[src/rtl/adcs_pkg.sv]
package adcs_pkg;

	////////////////////////////////////////////////////////////////////////////
	// Register byte offsets on the 8-bit internal bus
	localparam logic [3:0] RES_A_HI_OFS     = 4'h0;
	localparam logic [3:0] RES_A_LO_OFS     = 4'h1;
	localparam logic [3:0] RES_B_HI_OFS     = 4'h2;
	localparam logic [3:0] RES_B_LO_OFS     = 4'h3;
	localparam logic [3:0] RES_C_HI_OFS     = 4'h4;
	localparam logic [3:0] RES_C_LO_OFS     = 4'h5;
	localparam logic [3:0] RES_D_HI_OFS     = 4'h6;
	localparam logic [3:0] RES_D_LO_OFS     = 4'h7;
	localparam logic [3:0] CTRL_STATUS_OFS  = 4'h8;
	localparam logic [3:0] TRIG_CTRL_OFS    = 4'h9;

	////////////////////////////////////////////////////////////////////////////
	// Field positions in conv_control_status
	localparam int END_FLAG_BIT      = 7;
	localparam int IRQ_ENABLE_BIT    = 6;
	localparam int START_BIT         = 5;
	localparam int SCAN_BIT          = 4;
	localparam int SPEED_BIT         = 3;
	localparam int GROUP_BIT         = 2;
	localparam int CHAN_HI_BIT       = 1;
	localparam int CHAN_LO_BIT       = 0;

	// Field position in trigger_control
	localparam int TRIG_ENABLE_BIT   = 7;

	////////////////////////////////////////////////////////////////////////////
	// Values after reset
	localparam logic [7:0] CTRL_STATUS_RESET = 8'h00;
	localparam logic [7:0] TRIG_CTRL_RESET   = 8'h7F;
	localparam logic [6:0] TRIG_CTRL_ONES    = 7'h7F;
	localparam logic [9:0] RESULT_RESET      = 10'h000;
	localparam logic [7:0] RDATA_RESET       = 8'h00;
	localparam logic [7:0] UNMAPPED_RDATA    = 8'h00;
	localparam logic [5:0] RESULT_PAD        = 6'h00;

	////////////////////////////////////////////////////////////////////////////
	// Conversion lengths in states, one state per sys_clk cycle
	localparam int CONV_FIRST_SLOW_STATES = 266;
	localparam int CONV_FIRST_FAST_STATES = 134;
	localparam int CONV_NEXT_SLOW_STATES  = 256;
	localparam int CONV_NEXT_FAST_STATES  = 128;
	localparam int CNT_W                  = 9;

	localparam logic [CNT_W-1:0] FIRST_SLOW_LAST = CNT_W'(CONV_FIRST_SLOW_STATES - 1);
	localparam logic [CNT_W-1:0] FIRST_FAST_LAST = CNT_W'(CONV_FIRST_FAST_STATES - 1);
	localparam logic [CNT_W-1:0] NEXT_SLOW_LAST  = CNT_W'(CONV_NEXT_SLOW_STATES - 1);
	localparam logic [CNT_W-1:0] NEXT_FAST_LAST  = CNT_W'(CONV_NEXT_FAST_STATES - 1);
	localparam logic [CNT_W-1:0] CNT_ZERO        = 9'h000;
	localparam logic [CNT_W-1:0] CNT_ONE         = 9'h001;

	////////////////////////////////////////////////////////////////////////////
	// Sequencer states
	typedef enum logic {
		ADCS_IDLE,
		ADCS_CONVERT
	} adcs_state_t;

endpackage

[src/rtl/adcs_trig_sync.sv]
module adcs_trig_sync (
	input  wire logic sys_clk,
	input  wire logic resetn,
	input  wire logic pin_in,
	output logic      fall_q
);

	logic s1_q;
	logic s2_q;
	logic s3_q;
	logic level_q;

	////////////////////////////////////////////////////////////////////////////
	// Three stages; first stage only feeds the second
	always_ff @(posedge sys_clk or negedge resetn) begin
		if (!resetn) begin
			s1_q <= 1'b1;
			s2_q <= 1'b1;
			s3_q <= 1'b1;
		end else begin
			s1_q <= pin_in;
			s2_q <= s1_q;
			s3_q <= s2_q;
		end
	end

	////////////////////////////////////////////////////////////////////////////
	// Agreed level edge
	always_ff @(posedge sys_clk or negedge resetn) begin
		if (!resetn) begin
			level_q <= 1'b1;
			fall_q  <= 1'b0;
		end else begin
			fall_q <= 1'b0;
			if (s2_q == s3_q) begin
				level_q <= s2_q;
				fall_q  <= level_q && !s2_q;
			end
		end
	end

endmodule

[src/rtl/adcs_top.sv]
// Notes on behaviour
// - Interrupt enable gates the end interrupt; flag set with enable raises it.
// - Writing start 0 stops; start resets to 0 and reads 1 while converting.
// - Single mode converts once, then clears start and goes idle.
// - Scan mode repeats while start stays 1; only software, reset or standby stop it.
// - Scan bit: 0 single mode (reset value), 1 scan mode.
// - Speed bit: 0 gives 266 states, 1 gives 134 states for a first conversion; 256 and 128 for later scan ones.
// - Single: three bits pick channel; scan: top bit group, low bits last channel.
// - A scan starts on the group's first channel, 0 or 4.
// - Scan moves to the next channel straight after each conversion.
// - Each result goes to the result register of its channel.
// - Single end: store, set flag, clear start in one step; interrupt one cycle later.
// - Scan end of group: set flag, interrupt, restart at first channel.
// - Flag clears only after a read of the status then a write of 0, or on reset or standby.
// - One write may set start and change settings; new settings are used.
// - Restarting a halted scan begins at the group's first channel.
// - With trigger enable 1 a falling pin edge sets start; else pin ignored.
// - Trigger control bits 6 to 0 are read-only and read as 1.
// - Reset and standby set trigger control to 7F.
// - Reading a high byte returns it and copies the low byte to the latch.
// - Reading a low byte returns the latch, not the live byte.
// - Inputs 0/4 to A, 1/5 to B, 2/6 to C, 3/7 to D.
// - Results are left-justified 10 bits; bits 5 to 0 read 0.
// - Writing 0 clears the flag only if it was read as 1 before.
// - Reset and standby clear every result register to 0000.
module adcs_top
	import adcs_pkg::*;
#(
	parameter int NUM_RESULTS = 4,
	parameter int RESULT_W    = 10
) (
	input  wire logic                sys_clk,
	input  wire logic                resetn,
	input  wire logic                standby,
	input  wire logic [3:0]          bus_addr,
	input  wire logic [7:0]          bus_wdata,
	input  wire logic                bus_rd,
	input  wire logic                bus_wr,
	output logic      [7:0]          bus_rdata_q,
	input  wire logic                ext_trigger_pin,
	input  wire logic [RESULT_W-1:0] conv_result_in,
	output logic      [2:0]          mux_chan_q,
	output logic                     conv_busy_q,
	output logic                     end_irq_request_q
);

	////////////////////////////////////////////////////////////////////////////
	// Declarations
	logic                conv_end_flag_q;
	logic                end_irq_enable_q;
	logic                conv_start_bit_q;
	logic                scan_mode_q;
	logic                conv_speed_select_q;
	logic [2:0]          chan_select_q;
	logic                ext_trigger_enable_q;
	logic                flag_armed_q;
	logic [7:0]          temp_latch_q;
	logic [RESULT_W-1:0] result_q [NUM_RESULTS];

	adcs_state_t         state_q;
	logic [CNT_W-1:0]    cnt_q;
	logic                first_q;

	logic                trig_fall;
	logic                csr_wr;
	logic                csr_rd;
	logic                trig_wr;
	logic                flag_clear;
	logic                trig_start;
	logic [CNT_W-1:0]    cnt_last;
	logic                conv_done;
	logic                group_last;
	logic                flag_set;
	logic                single_end;
	logic [1:0]          read_index;
	logic [2:0]          group_first;

	////////////////////////////////////////////////////////////////////////////
	// External trigger
	adcs_trig_sync u_trig_sync (
		.sys_clk (sys_clk),
		.resetn  (resetn),
		.pin_in  (ext_trigger_pin),
		.fall_q  (trig_fall)
	);

	assign trig_start = trig_fall && ext_trigger_enable_q;

	////////////////////////////////////////////////////////////////////////////
	// Bus decode
	assign csr_wr     = bus_wr && (bus_addr == CTRL_STATUS_OFS);
	assign csr_rd     = bus_rd && (bus_addr == CTRL_STATUS_OFS);
	assign trig_wr    = bus_wr && (bus_addr == TRIG_CTRL_OFS);
	assign read_index = bus_addr[2:1];

	assign flag_clear = csr_wr && !bus_wdata[END_FLAG_BIT] && flag_armed_q;

	////////////////////////////////////////////////////////////////////////////
	// Conversion timing
	// Terminal count by speed
	always_comb begin
		cnt_last = FIRST_SLOW_LAST;
		if (first_q) begin
			cnt_last = conv_speed_select_q ? FIRST_FAST_LAST : FIRST_SLOW_LAST;
		end else begin
			cnt_last = conv_speed_select_q ? NEXT_FAST_LAST : NEXT_SLOW_LAST;
		end
	end

	// No completion once start is gone
	assign conv_done   = (state_q == ADCS_CONVERT) && conv_start_bit_q && (cnt_q == cnt_last);
	// Low bits mark the last scanned channel
	assign group_last  = !scan_mode_q || (mux_chan_q[1:0] == chan_select_q[1:0]);
	assign flag_set    = conv_done && group_last;
	assign single_end  = conv_done && !scan_mode_q;
	assign group_first = {chan_select_q[GROUP_BIT], 2'b00};

	////////////////////////////////////////////////////////////////////////////
	// Control and status register
	always_ff @(posedge sys_clk or negedge resetn) begin
		if (!resetn) begin
			end_irq_enable_q    <= CTRL_STATUS_RESET[IRQ_ENABLE_BIT];
			scan_mode_q         <= CTRL_STATUS_RESET[SCAN_BIT];
			conv_speed_select_q <= CTRL_STATUS_RESET[SPEED_BIT];
			chan_select_q       <= CTRL_STATUS_RESET[2:0];
		end else if (standby) begin
			end_irq_enable_q    <= CTRL_STATUS_RESET[IRQ_ENABLE_BIT];
			scan_mode_q         <= CTRL_STATUS_RESET[SCAN_BIT];
			conv_speed_select_q <= CTRL_STATUS_RESET[SPEED_BIT];
			chan_select_q       <= CTRL_STATUS_RESET[2:0];
		end else if (csr_wr) begin
			end_irq_enable_q    <= bus_wdata[IRQ_ENABLE_BIT];
			scan_mode_q         <= bus_wdata[SCAN_BIT];
			conv_speed_select_q <= bus_wdata[SPEED_BIT];
			chan_select_q       <= bus_wdata[2:0];
		end
	end

	// Start bit: hardware clear, then software, then trigger; the set wins
	always_ff @(posedge sys_clk or negedge resetn) begin
		if (!resetn) begin
			conv_start_bit_q <= CTRL_STATUS_RESET[START_BIT];
		end else if (standby) begin
			conv_start_bit_q <= CTRL_STATUS_RESET[START_BIT];
		end else begin
			if (single_end) begin
				conv_start_bit_q <= 1'b0;
			end
			if (csr_wr) begin
				conv_start_bit_q <= bus_wdata[START_BIT];
			end
			if (trig_start) begin
				conv_start_bit_q <= 1'b1;
			end
		end
	end

	// End flag and its read arming
	always_ff @(posedge sys_clk or negedge resetn) begin
		if (!resetn) begin
			conv_end_flag_q <= CTRL_STATUS_RESET[END_FLAG_BIT];
			flag_armed_q    <= 1'b0;
		end else if (standby) begin
			conv_end_flag_q <= CTRL_STATUS_RESET[END_FLAG_BIT];
			flag_armed_q    <= 1'b0;
		end else begin
			// Arm only on a read of 1
			if (csr_rd && conv_end_flag_q) begin
				flag_armed_q <= 1'b1;
			end
			if (flag_clear) begin
				conv_end_flag_q <= 1'b0;
				flag_armed_q    <= 1'b0;
			end
			if (flag_set) begin
				conv_end_flag_q <= 1'b1;
			end
		end
	end

	////////////////////////////////////////////////////////////////////////////
	// Trigger control register
	always_ff @(posedge sys_clk or negedge resetn) begin
		if (!resetn) begin
			ext_trigger_enable_q <= TRIG_CTRL_RESET[TRIG_ENABLE_BIT];
		end else if (standby) begin
			ext_trigger_enable_q <= TRIG_CTRL_RESET[TRIG_ENABLE_BIT];
		end else if (trig_wr) begin
			ext_trigger_enable_q <= bus_wdata[TRIG_ENABLE_BIT];
		end
	end

	////////////////////////////////////////////////////////////////////////////
	// Sequencer
	always_ff @(posedge sys_clk or negedge resetn) begin
		if (!resetn) begin
			state_q    <= ADCS_IDLE;
			cnt_q      <= CNT_ZERO;
			first_q    <= 1'b1;
			mux_chan_q <= CTRL_STATUS_RESET[2:0];
		end else if (standby) begin
			state_q    <= ADCS_IDLE;
			cnt_q      <= CNT_ZERO;
			first_q    <= 1'b1;
			mux_chan_q <= CTRL_STATUS_RESET[2:0];
		end else begin
			case (state_q)
				ADCS_IDLE: begin
					cnt_q   <= CNT_ZERO;
					first_q <= 1'b1;
					if (conv_start_bit_q) begin
						state_q <= ADCS_CONVERT;
						mux_chan_q <= scan_mode_q ? group_first : chan_select_q;
					end
				end
				ADCS_CONVERT: begin
					if (!conv_start_bit_q) begin
						state_q <= ADCS_IDLE;
						cnt_q   <= CNT_ZERO;
					end else if (conv_done) begin
						cnt_q <= CNT_ZERO;
						if (!scan_mode_q) begin
							state_q <= ADCS_IDLE;
						end else begin
							first_q    <= 1'b0;
							mux_chan_q <= group_last ? group_first : mux_chan_q + 3'd1;
						end
					end else begin
						cnt_q <= cnt_q + CNT_ONE;
					end
				end
				default: begin
					state_q <= ADCS_IDLE;
				end
			endcase
		end
	end

	always_ff @(posedge sys_clk or negedge resetn) begin
		if (!resetn) begin
			conv_busy_q <= 1'b0;
		end else begin
			conv_busy_q <= (state_q == ADCS_CONVERT) && conv_start_bit_q && !single_end
				&& !standby;
		end
	end

	////////////////////////////////////////////////////////////////////////////
	// Result registers
	for (genvar i = 0; i < NUM_RESULTS; i++) begin : g_result
		always_ff @(posedge sys_clk or negedge resetn) begin
			if (!resetn) begin
				result_q[i] <= RESULT_RESET;
			end else if (standby) begin
				result_q[i] <= RESULT_RESET;
			end else if (conv_done && (mux_chan_q[1:0] == 2'(i))) begin
				result_q[i] <= conv_result_in;
			end
		end
	end

	////////////////////////////////////////////////////////////////////////////
	// Read path
	// High read loads the latch
	always_ff @(posedge sys_clk or negedge resetn) begin
		if (!resetn) begin
			temp_latch_q <= RDATA_RESET;
		end else if (bus_rd && !bus_addr[3] && !bus_addr[0]) begin
			temp_latch_q <= {result_q[read_index][1:0], RESULT_PAD};
		end
	end

	// Data held until the next read
	always_ff @(posedge sys_clk or negedge resetn) begin
		if (!resetn) begin
			bus_rdata_q <= RDATA_RESET;
		end else if (bus_rd) begin
			if (!bus_addr[3]) begin
				if (!bus_addr[0]) begin
					bus_rdata_q <= result_q[read_index][9:2];
				end else begin
					bus_rdata_q <= temp_latch_q;
				end
			end else if (bus_addr == CTRL_STATUS_OFS) begin
				bus_rdata_q <= {conv_end_flag_q, end_irq_enable_q, conv_start_bit_q,
					scan_mode_q, conv_speed_select_q, chan_select_q};
			end else if (bus_addr == TRIG_CTRL_OFS) begin
				bus_rdata_q <= {ext_trigger_enable_q, TRIG_CTRL_ONES};
			end else begin
				bus_rdata_q <= UNMAPPED_RDATA;
			end
		end
	end

	////////////////////////////////////////////////////////////////////////////
	// Interrupt request, one cycle behind the flag
	always_ff @(posedge sys_clk or negedge resetn) begin
		if (!resetn) begin
			end_irq_request_q <= 1'b0;
		end else begin
			end_irq_request_q <= conv_end_flag_q && end_irq_enable_q;
		end
	end

endmodule

[config.mk]
export PLATFORM = sky130hd
export DESIGN_NAME = adcs_top
export DESIGN_NICKNAME = d
export VERILOG_FILES = /design/src/rtl/adcs_pkg.sv /design/src/rtl/adcs_trig_sync.sv /design/src/rtl/adcs_top.sv
export SDC_FILE = /design/constraint.sdc
export NUM_CORES = 1
export LEC_CHECK = 0
export ABC_AREA = 1
export BUFFER_PORTS_ARGS = -buffer_cell sky130_fd_sc_hd__buf_2
export CORE_UTILIZATION = 55
export DETAILED_ROUTE_END_ITERATION = 10
export GPL_ROUTABILITY_DRIVEN = 0
export HOLD_SLACK_MARGIN = 0.08
export PLACE_DENSITY = 0.75
export SYNTH_ARGS = -nofsm -noshare
export SYNTH_HDL_FRONTEND = slang
export SYNTH_SLANG_ARGS = --single-unit
[constraint.sdc]
create_clock -name sys_clk -period 2.5 [get_ports sys_clk]
set_input_delay 0.75 -clock sys_clk [delete_from_list [all_inputs] [get_ports sys_clk]]
set_output_delay 0.75 -clock sys_clk [all_outputs]
set_load 0.005 [all_outputs]
# Word-level counts from Yosys, hierarchy flattened
# Index checks and enable logic that the tools add are counted.
[classes]
add_sub_neg = 2
order_cmp = 1
n_eq_ne = 12
muxes = 62
bitwise = 2
n_reduce_logical = 41
[op_table]
columns = ["cell", "count"]
rows = [
  ["$mux W10", 10],
  ["$mux W9", 5],
  ["$mux W8", 5],
  ["$mux W1", 28],
  ["$mux W3", 8],
  ["$logic_and A1 B1 Y1", 21],
  ["$bmux W10 S2", 1],
  ["$pmux W9 S2", 1],
  ["$reduce_bool A2 Y1", 6],
  ["$add A9 B1 Y9 const B", 1],
  ["$eq A9 B9 Y1", 1],
  ["$ne A3 B3 Y1 const B", 3],
  ["$eq A4 B4 Y1 const B", 2],
  ["$logic_not A1 Y1", 7],
  ["$pmux W3 S2", 1],
  ["$reduce_bool A3 Y1", 2],
  ["$eq A2 B2 Y1 const B", 2],
  ["$pmux W1 S2", 2],
  ["$reduce_and A4 Y1", 1],
  ["$reduce_bool A4 Y1", 1],
  ["$add A3 B1 Y3 const B", 1],
  ["$ge A3 B3 Y1 const B", 1],
  ["$ne A3 B2 Y1 const B", 1],
  ["$not A2 Y3", 1],
  ["other kinds (8)", 8],
]
[totals]
register_bits = 81
inputBits = 28
elab_cells = 145

# Depth between registers and ports, before layout
# Gate-level depths: netlist of run 1.
[depth]
depth_word = 9
ltp_mapped = 13

# By module
# From an unflattened synthesis of run 1, not the netlist that was laid out.
[unflattened]
hier_cells = 521
hier_area_um2 = 4354.2
[modules_own_cells]
columns = ["mod", "instances", "cells_per_inst", "area_per_inst_um2", "seq_area_each_um2"]
rows = [
  ["adcs_top", 1, 511, 4202.8, 1903.1],
  ["adcs_trig_sync", 1, 10, 151.4, 130.1],
]

# Worst setup path after synthesis of run 1
# No wires, ideal clock.
[synth_path]
path_type = "register to register"
from = "register first_q"
to = "register result_q[0] (netlist name)"
arrival_time_ns = 1.694
t_required_ns = 2.383
setup_slack_ns = 0.689
stages_incl_launch_ff = 11
path_buffers = 2
period_less_slack_ns = 1.811
cell_sequence = "dfstp_2 -> ha_1 -> xnor2_1 -> nand2_1 -> nor2_2 -> and2_4 -> buf_12 -> nand3_4 -> buf_6 -> nand3_2 -> nand2_1"
[synth_via]
elab_chain_len = 5
[synth_lines]
columns = ["item", "line", "rtl"]
rows = [
  ["start, declared", "adcs_top.sv:62", "logic first_q;"],
  ["start signal, assigned", "adcs_top.sv:199", "first_q <= 1'b1;"],
  ["start signal, assigned", "adcs_top.sv:204", "first_q <= 1'b1;"],
  ["start signal, assigned", "adcs_top.sv:210", "first_q <= 1'b1;"],
  ["$mux W9", "adcs_top.sv:103", "if (first_q) begin"],
  ["$eq A9 B9 Y1", "adcs_top.sv:111", "assign conv_done = (state_q == ADCS_CONVERT) && conv_start_bit_q && (cnt_q == cnt_last);"],
  ["$logic_and A1 B1 Y1", "adcs_top.sv:111", ""],
  ["$logic_and A1 B1 Y1", "adcs_top.sv:256", "end else if (conv_done && (mux_chan_q[1:0] == 2'(i))) begin"],
  ["$reduce_bool A2 Y1 (no line)", "n/a", ""],
  ["end signal, assigned by index", "adcs_top.sv:257", "result_q[i] <= conv_result_in;"],
  ["end, declared", "adcs_top.sv:58", "logic [RESULT_W-1:0] result_q [NUM_RESULTS];"],
]
# Every way passes these cells.
# A chain may end at the register's enable or synchronous reset.

# Worst setup path after layout of run 1
[layout_path]
from = "register first_q"
to = "register result_q[20] (netlist name)"
# The elaborated chain is that of the path after synthesis.

==> impl_metrics.sql, run 1 <==
INSERT INTO impl_metrics (metric_group, metric, value, unit) VALUES
('power_and_ir_drop', 'vdd.ir_drop.worst', '0.3373', 'mV'),
('clock_tree', 'cts_htree_levels', '3', ''),
('floorplanning', 'floorplan.initialDensity', '56.87', '%'),
('setup_path', 'worstPathRequired', '2810', 'ps'),
('clock_tree', 'worst_skew_pair.late_latency', '360', 'ps'),
('clock_tree', 'cts_inserted_buffers', '9', ''),
('placed_design', 'port-buffer-count', '40', ''),
('timing', 'worst_slack', '398.9', 'ps'),
('floorplanning', 'die_height', '91.39', 'um'),
('setup_path', 'reg2reg_depth', '9', ''),
('yosys', 'syn-instance-count', '530', ''),
('clock_tree', 'clockRootBuffer', 'clkbuf_8', ''),
('yosys', 'synth-edff-count', '0', ''),
('global_route', 'antenna_violations_before_repair', '0', ''),
('layout', 'layout.cells.most_common_list', 'nand2_1, dfrtp_1, nor2_1', ''),
('layout', 'layout.cells.non_filler', '672', ''),
('setup_path', 'cpPeakStageDelay', '590', 'ps'),
('clock_tree', 'clock_sink_count', '81', ''),
('drt', 'drt_pass1_iterations', '5', ''),
('setup_path', 'timing.critical_path.from_type', 'flop', ''),
('drt', 'dr_total_vias', '3693', ''),
('floorplanning', 'floorplan.die_area', '8351', 'um2'),
('global_route', 'grt_util_all_layers', '26.42', '%'),
('timing', 'tightestPinTransition', '642.4', 'ps'),
('setup_path', 'critPathMaxFanout', '11', ''),
('floorplanning', 'design.core.area', '7727', 'um2'),
('timing', 'worst_slew_slack_as_a_fraction_of_its_limit', '57.17', '%'),
('yosys', 'avgSynthCellArea', '8.291', 'um2'),
('setup_path', 'timing.critical_path.cells', 'ha_1, xnor2_1, nand2_1, nor2_2, and2_4, nand3_4, clkinv_2, nand2_1, nand2_1', ''),
('yosys', 'synth-seq-cells', '81', ''),
('setup_path', 'timing.reg2reg.setup_slack', '400', 'ps'),
('power_and_ir_drop', 'power.density', '521.2', 'nW/um2'),
('placed_design', 'detailedPlacementHpwl', '7.259', 'mm'),
('clock_tree', 'tritoncts', 'done', ''),
('timing', 'final.setup.tns', '0', 'ps'),
('clock_tree', 'cts.clk_slew.worst_paths', '90', 'ps'),
('setup_path', 'most_used_cell_cp', 'nand2_1', ''),
('setup_path', 'critPathCaptureType', 'flop', ''),
('outcome', 'status', 'finished clean', ''),
('yosys', 'distinct_cell_type_count_after_synthesis', '34', ''),
('layout', 'layout-drive-gt1-share', '20.70', '%'),
('power_and_ir_drop', 'cellLeakagePower', '2.393', 'nW'),
('yosys', 'yosys_warnings', '0', ''),
('placed_design', 'numPlacedInstances', '656', ''),
('clock_tree', 'cts.path.max_buffers', '2', ''),
('yosys', 'synth_fp_nets', '566', ''),
('clock_tree', 'postCtsSetupBuffers', '0', ''),
('floorplanning', 'io-pin-count', '41', ''),
('layout', 'num-nets-final', '601', ''),
('timing', 'worst_clock_skew', '10.14', 'ps'),
('timing', 'slew_violations', '0', ''),
('timing', 'finalSetupViolCount', '0', ''),
('yosys', 'yosysSeqAreaShare', '46.27', '%'),
('drt', 'route.detailed.vias_per_inst', '5.496', ''),
('yosys', 'synth.top_cell.area_share', '43.28', '%'),
('timing', 'period_minus_slack', '2101', 'ps'),
('global_route', 'global_route_wire_length_before_repair', '17.22', 'mm'),
('timing', 'rsz0062_at_grt', 'false', ''),
('global_route', 'grt.overflow.total', '0', ''),
('setup_path', 'cp.arrival', '2410', 'ps'),
('layout', 'diodes', '0', ''),
('placed_design', 'post-place-ws', '398.2', 'ps'),
('setup_path', 'worst_r2r_startpoint', 'first_q$_DFFE_PN1P_', ''),
('yosys', 'synth_area_leaders', 'dfrtp_1, nand2_1, nand3_2', ''),
('drt', 'remaining_drc_errors', '0', ''),
('setup_path', 'worst-setup-path-type', 'reg -> reg', ''),
('setup_path', 'cp_top_delay_family', 'simple AND/OR/NAND/NOR gates', ''),
('yosys', 'synthFlopType', 'dfrtp_1', ''),
('clock_tree', 'postCtsResizedCells', '0', ''),
('hold_path', 'holdCritPathClass', 'in -> async', ''),
('floorplanning', 'die-width', '91.39', 'um');
## per-stage QoR
| stage | hold WS (ps) | util (%) | cell area (um2) | power (W) |
|---|---|---|---|---|
| 2_1_floorplan | 345.2 | - | 4394 | 0.001492 |
| 3_3_place_gp | 349.2 | 59.76 | 4618 | 0.001587 |
| 3_5_place_dp | 348.4 | 59.76 | 4618 | 0.001590 |
| 4_1_cts | 339.1 | 62.19 | 4806 | 0.002521 |
| 5_1_grt | 366.2 | 62.19 | 4806 | 0.002595 |
| 6_report | 324.6 | 62.19 | 4806 | 0.002505 |
## layer usage
| layer | part of all wire (%) | GRT usage (%) | vias up |
|---|---|---|---|
| met1 | 45 | 35.39 | 1767 |
| li1 | - | - | 1784 |
| met3 | 5.2 | 5.779 | 20 |
| met5 | 0 | 0 | - |
| met4 | 2.1 | 9.656 | 0 |
| met2 | 48 | 42.11 | 122 |
## state kept, by name, summed over array words and instances, names as in the netlist, 2 cells and up
register and cells:
bus_rdata_q 8, chan_select_q 3, cnt_q 9, mux_chan_q 3, result_q 40, temp_latch_q 2
## power breakdown
part | switching [W] | internal (W) | total (W)
clock | 0.000479 | 0.000461 | 0.000940
combinational | 0.000146 | 0.0000671 | 0.000213
sequential | 0.0000147 | 0.00134 | 0.00135
## cell type report
class / count / area, um2
Inverter: 52 / 200.2
Clock buffer: 11 / 131.4
Multi-Input combinational cell: 376 / 2004
Sequential cell: 81 / 2033
Clock inverter: 5 / 56.30
Timing Repair Buffer: 45 / 252.7
Fill cell: 686 / 2922
Tap cell: 102 / 127.6
## synth_stat cells, types with 3 or more instances
cell type and count:
nand2_1 142, dfrtp_1 76, nor2_1 61, inv_1 45, nand3_2 40, o21ai_0 37
nand3_1 24, a21oi_1 22, clkbuf_1 10, ha_1 8, nor3_1 8, o22ai_1 8
buf_6 7, dfstp_2 5, clkinv_2 4, nand3_4 4, nand4_1 4, nor2_2 3
xnor2_1 3
## how the worst max path moves through the flow
stage / endpoint / cells after the start / start / slack (ps)
global placement: result_q[24]$_DFFE_PN0P_ / 9 / first_q$_DFFE_PN1P_ / 430
finish: result_q[20]$_DFFE_PN0P_ / 9 / first_q$_DFFE_PN1P_ / 400
floorplan: result_q[0]$_DFFE_PN0P_ / 10 / first_q$_DFFE_PN1P_ / 690
CTS: result_q[20]$_DFFE_PN0P_ / 9 / first_q$_DFFE_PN1P_ / 390
detailed placement: result_q[20]$_DFFE_PN0P_ / 9 / first_q$_DFFE_PN1P_ / 400
global route: result_q[20]$_DFFE_PN0P_ / 10 / conv_speed_select_q$_DFFE_PN0P_ / 200
## logic make-up (layout without fill, tap and decap cells)
kind of cell | Yosys count | after routing | share of synthesized area, %
flops | 81 | 81 | 46.27
simple gates | 289 | 289 | 33.20
buf+inv | 73 | 113 | 8.115
fa+ha+maj | 9 | 9 | 2.506
compound gates | 73 | 73 | 8.913
xor+xnor | 5 | 5 | 0.9968
No activity file was read; power rests on OpenSTA's default activity.
==> run 2: changes to the inputs <==
--- a/config.mk
+++ b/config.mk
@@ -7,11 +7,11 @@
 export LEC_CHECK = 0
 export ABC_AREA = 1
 export BUFFER_PORTS_ARGS = -buffer_cell sky130_fd_sc_hd__buf_2
-export CORE_UTILIZATION = 55
+export CORE_UTILIZATION = 54
 export DETAILED_ROUTE_END_ITERATION = 10
 export GPL_ROUTABILITY_DRIVEN = 0
 export HOLD_SLACK_MARGIN = 0.08
-export PLACE_DENSITY = 0.75
+export PLACE_DENSITY = 0.76
 export SYNTH_ARGS = -nofsm -noshare
 export SYNTH_HDL_FRONTEND = slang
 export SYNTH_SLANG_ARGS = --single-unit
==> constraint.sdc (replaced) <==
create_clock -name sys_clk -period 1.8 [get_ports sys_clk]
set_input_delay 0.54 -clock sys_clk [delete_from_list [all_inputs] [get_ports sys_clk]]
set_output_delay 0.54 -clock sys_clk [all_outputs]
set_load 0.005 [all_outputs]
==> impl_metrics.sql, run 2 (synthesis results as in run 1) <==
INSERT INTO impl_metrics (metric_group, metric, value, unit) VALUES
('outcome', 'status', 'finished, violations left', ''),
('outcome', 'failed_checks', 'negative setup slack', ''),
('clock_tree', 'clockRootBuffer', 'clkbuf_8', ''),
('timing', 'rsz0062_at_grt', 'true', ''),
('setup_path', 'cpPeakStageDelay', '590', 'ps'),
('clock_tree', 'tritoncts', 'done', ''),
('hold_path', 'holdCritPathClass', 'in -> reg', ''),
('power_and_ir_drop', 'vdd.ir_drop.worst', '0.4069', 'mV'),
('setup_path', 'timing.critical_path.cells', 'ha_4, xnor2_2, nand2_1, nor2_2, and2_4, nand3_4, buf_12, nand3_2, nand2_1', ''),
('layout', 'layout.cells.most_common_list', 'nand2_1, dfrtp_1, nor2_1', ''),
('timing', 'worst_clock_skew', '16.54', 'ps'),
('global_route', 'via_count_of_the_first_global_routing_pass', '3810', ''),
('clock_tree', 'cts.path.max_buffers', '2', ''),
('layout', 'leading_cell_type_in_the_layout_fill_and_taps_excluded', 'nand2_1', ''),
('global_route', 'grt.overflow.total', '0', ''),
('layout', 'finalInstanceArea', '5156', 'um2'),
('drt', 'route.antenna.remaining_nets', '0', ''),
('global_route', 'maximum_number_of_pins_on_one_net_before_global_route_repair', '43', ''),
('setup_path', 'cp_top_delay_family', 'simple AND/OR/NAND/NOR gates', ''),
('floorplanning', 'row_count', '32', ''),
('layout', 'area.growth.synth_to_final', '17.34', '%'),
('drt', 'remaining_drc_errors', '0', ''),
('clock_tree', 'clock_sink_count', '81', ''),
('floorplanning', 'floorplan.initialDensity', '56.28', '%'),
('clock_tree', 'worst_skew_pair.late_latency', '350', 'ps'),
('floorplanning', 'design.core.area', '7807', 'um2'),
('timing', 'period_minus_slack', '1941', 'ps'),
('run', 'drv_cap', '0', ''),
('layout', 'diodes', '0', ''),
('layout', 'largest-register', 'result_q', ''),
('setup_path', 'cp.arrival', '2190', 'ps'),
('drt', 'finalWirelength', '10.63', 'mm'),
('timing', 'slew_violations', '0', ''),
('timing', 'timing_hold_violations_final', '0', ''),
('layout', 'largest_reg_flops', '40', ''),
('timing', 'worst_slew_slack_as_a_fraction_of_its_limit', '70.63', '%'),
('floorplanning', 'floorplan.die_area', '8502', 'um2'),
('floorplanning', 'die_height', '92.21', 'um'),
('floorplanning', 'die-width', '92.21', 'um'),
('placed_design', 'detailedPlacementHpwl', '7.586', 'mm'),
('layout', 'layout-drive-gt1-share', '26.30', '%'),
('clock_tree', 'cts_htree_levels', '3', ''),
('placed_design', 'placed_area', '4841', 'um2'),
('setup_path', 'worstPathRequired', '2040', 'ps'),
('layout', 'largestRegisters', 'result_q: 40 flops, cnt_q: 9 flops, bus_rdata_q: 8 flops', ''),
('drt', 'drt_first_iter_violations', '263', ''),
('timing', 'fmax', '0.5152', 'GHz'),
('clock_tree', 'cts_inserted_buffers', '9', ''),
('power_and_ir_drop', 'cellLeakagePower', '2.556', 'nW'),
('timing', 'final.setup.tns', '-5008', 'ps'),
('setup_path', 'critPathCaptureType', 'flop', ''),
('drt', 'route.detailed.vias_per_inst', '5.472', ''),
('timing', 'layout_worst_path_cycle_share', '107.8', '%'),
('timing', 'worst_slack', '-141.2', 'ps'),
('global_route', 'global_route_wire_length_before_repair', '17.57', 'mm'),
('drt', 'drt_pass1_iterations', '4', ''),
('timing', 'tightestPinTransition', '437.2', 'ps'),
('setup_path', 'critPathMaxFanout', '7', ''),
('clock_tree', 'cts.clk_slew.worst_paths', '80', 'ps'),
('setup_path', 'slowest_stage', 'dfstp_2', ''),
('setup_path', 'timing.critical_path.buf_inv', '1', ''),
('setup_path', 'timing.critical_path.from_type', 'flop', ''),
('floorplanning', 'io-pin-count', '41', ''),
('drt', 'routedWlPerCell', '15.20', 'um'),
('setup_path', 'worst-setup-path-type', 'reg -> reg', ''),
('global_route', 'antenna_violations_before_repair', '0', ''),
('placed_design', 'port-buffer-count', '40', ''),
('timing', 'finalSetupViolCount', '53', ''),
('drt', 'dr_total_vias', '3825', ''),
('setup_path', 'most_used_cell_cp', 'nand2_1', ''),
('global_route', 'grt_util_all_layers', '26.78', '%'),
('power_and_ir_drop', 'power.density', '689.6', 'nW/um2'),
('layout', 'num-nets-final', '628', '');
run 2: cell types whose count changed in the layout (fill, tap and decap cells not counted), moves of 2 or more:
cell and delta:
nor3_1 -2, buf_12 +3, buf_6 +5, nor3_2 +2
inv_4 +2, nand2_1 -3, clkinv_2 -6, buf_4 +17
ha_1 -2, clkinv_4 +2, nand2_2 +3
run 2: path summary, 6_finish.rpt:
kind	slack, ps	cells past startpoint	endpoint	startpoint
worst min register to register	360	0	u_trig_sync.s2_q$_DFF_PN1_	u_trig_sync.s1_q$_DFF_PN1_
worst max-delay path	-140	9	result_q[39]$_DFFE_PN0P_	first_q$_DFFE_PN1P_
max in group asynchronous	660	3	first_q$_DFFE_PN1P_	resetn
worst max register to register	-140	9	result_q[39]$_DFFE_PN0P_	first_q$_DFFE_PN1P_
worst min-delay path	280	1	u_trig_sync.s1_q$_DFF_PN1_	ext_trigger_pin
min in group asynchronous	600	2	result_q[11]$_DFFE_PN0P_	resetn
run 2: layout make-up:
| type | count | area [um2] |
|---|---|---|
| Sequential cell | 81 | 2033 |
| Multi-Input combinational cell | 376 | 2059 |
| Inverter | 52 | 210.2 |
| Tap cell | 102 | 127.6 |
| Clock buffer | 11 | 141.4 |
| Timing Repair Buffer | 72 | 521.8 |
| Clock inverter | 5 | 62.56 |
| Fill cell | 650 | 2651 |
run 2: per-layer routing:
metal / global-route usage, % / vias to the layer above / share of wire [%]
met4: 11.33 / 0 / 2.5
met5: 0 / - / 0
met1: 32.94 / 1834 / 42
li1: - / 1839 / -
met2: 44.65 / 128 / 50
met3: 6.799 / 24 / 5.6
run 2: power breakdown:
group | internal, W | switching (W)
combinational | 0.000110 | 0.000209
sequential | 0.00186 | 0.0000213
clock | 0.000687 | 0.000672
run 2: worst register-to-register path, cell delays in order (launching register included):
cell     delay (ps)
dfstp_2         590
ha_4            230
xnor2_2         120
nand2_1          90
nor2_2          140
and2_4          240
nand3_4         140
buf_12          190
nand3_2          50
nand2_1          50
run 2: repair_timing:
action | in CTS | in global routing
gates resized for setup | 11 | 12
hold endpoints to repair | 18 | 0
hold buffers | 1 | 0
endpoints found under the setup margin | 41 | 57
pin swaps | 0 | 5
buffers inserted | 2 | 1
run 2: through the flow:
stage / setup slack [ps] / total power [W] / hold slack, ps / std cells / utilization, %
finish: -141.2 / 0.003556 / 281.9 / 699 / 66.04
global placement: -18.28 / 0.002221 / 349.1 / 679 / 62.00
global route: -275.2 / 0.003702 / 257.0 / 699 / 66.04
detailed placement: -82.49 / 0.002229 / 348.8 / 679 / 62.00
CTS: -73.39 / 0.003591 / 261.4 / 698 / 65.50
floorplan: 31.75 / 0.002073 / 244.4 / 530 / -
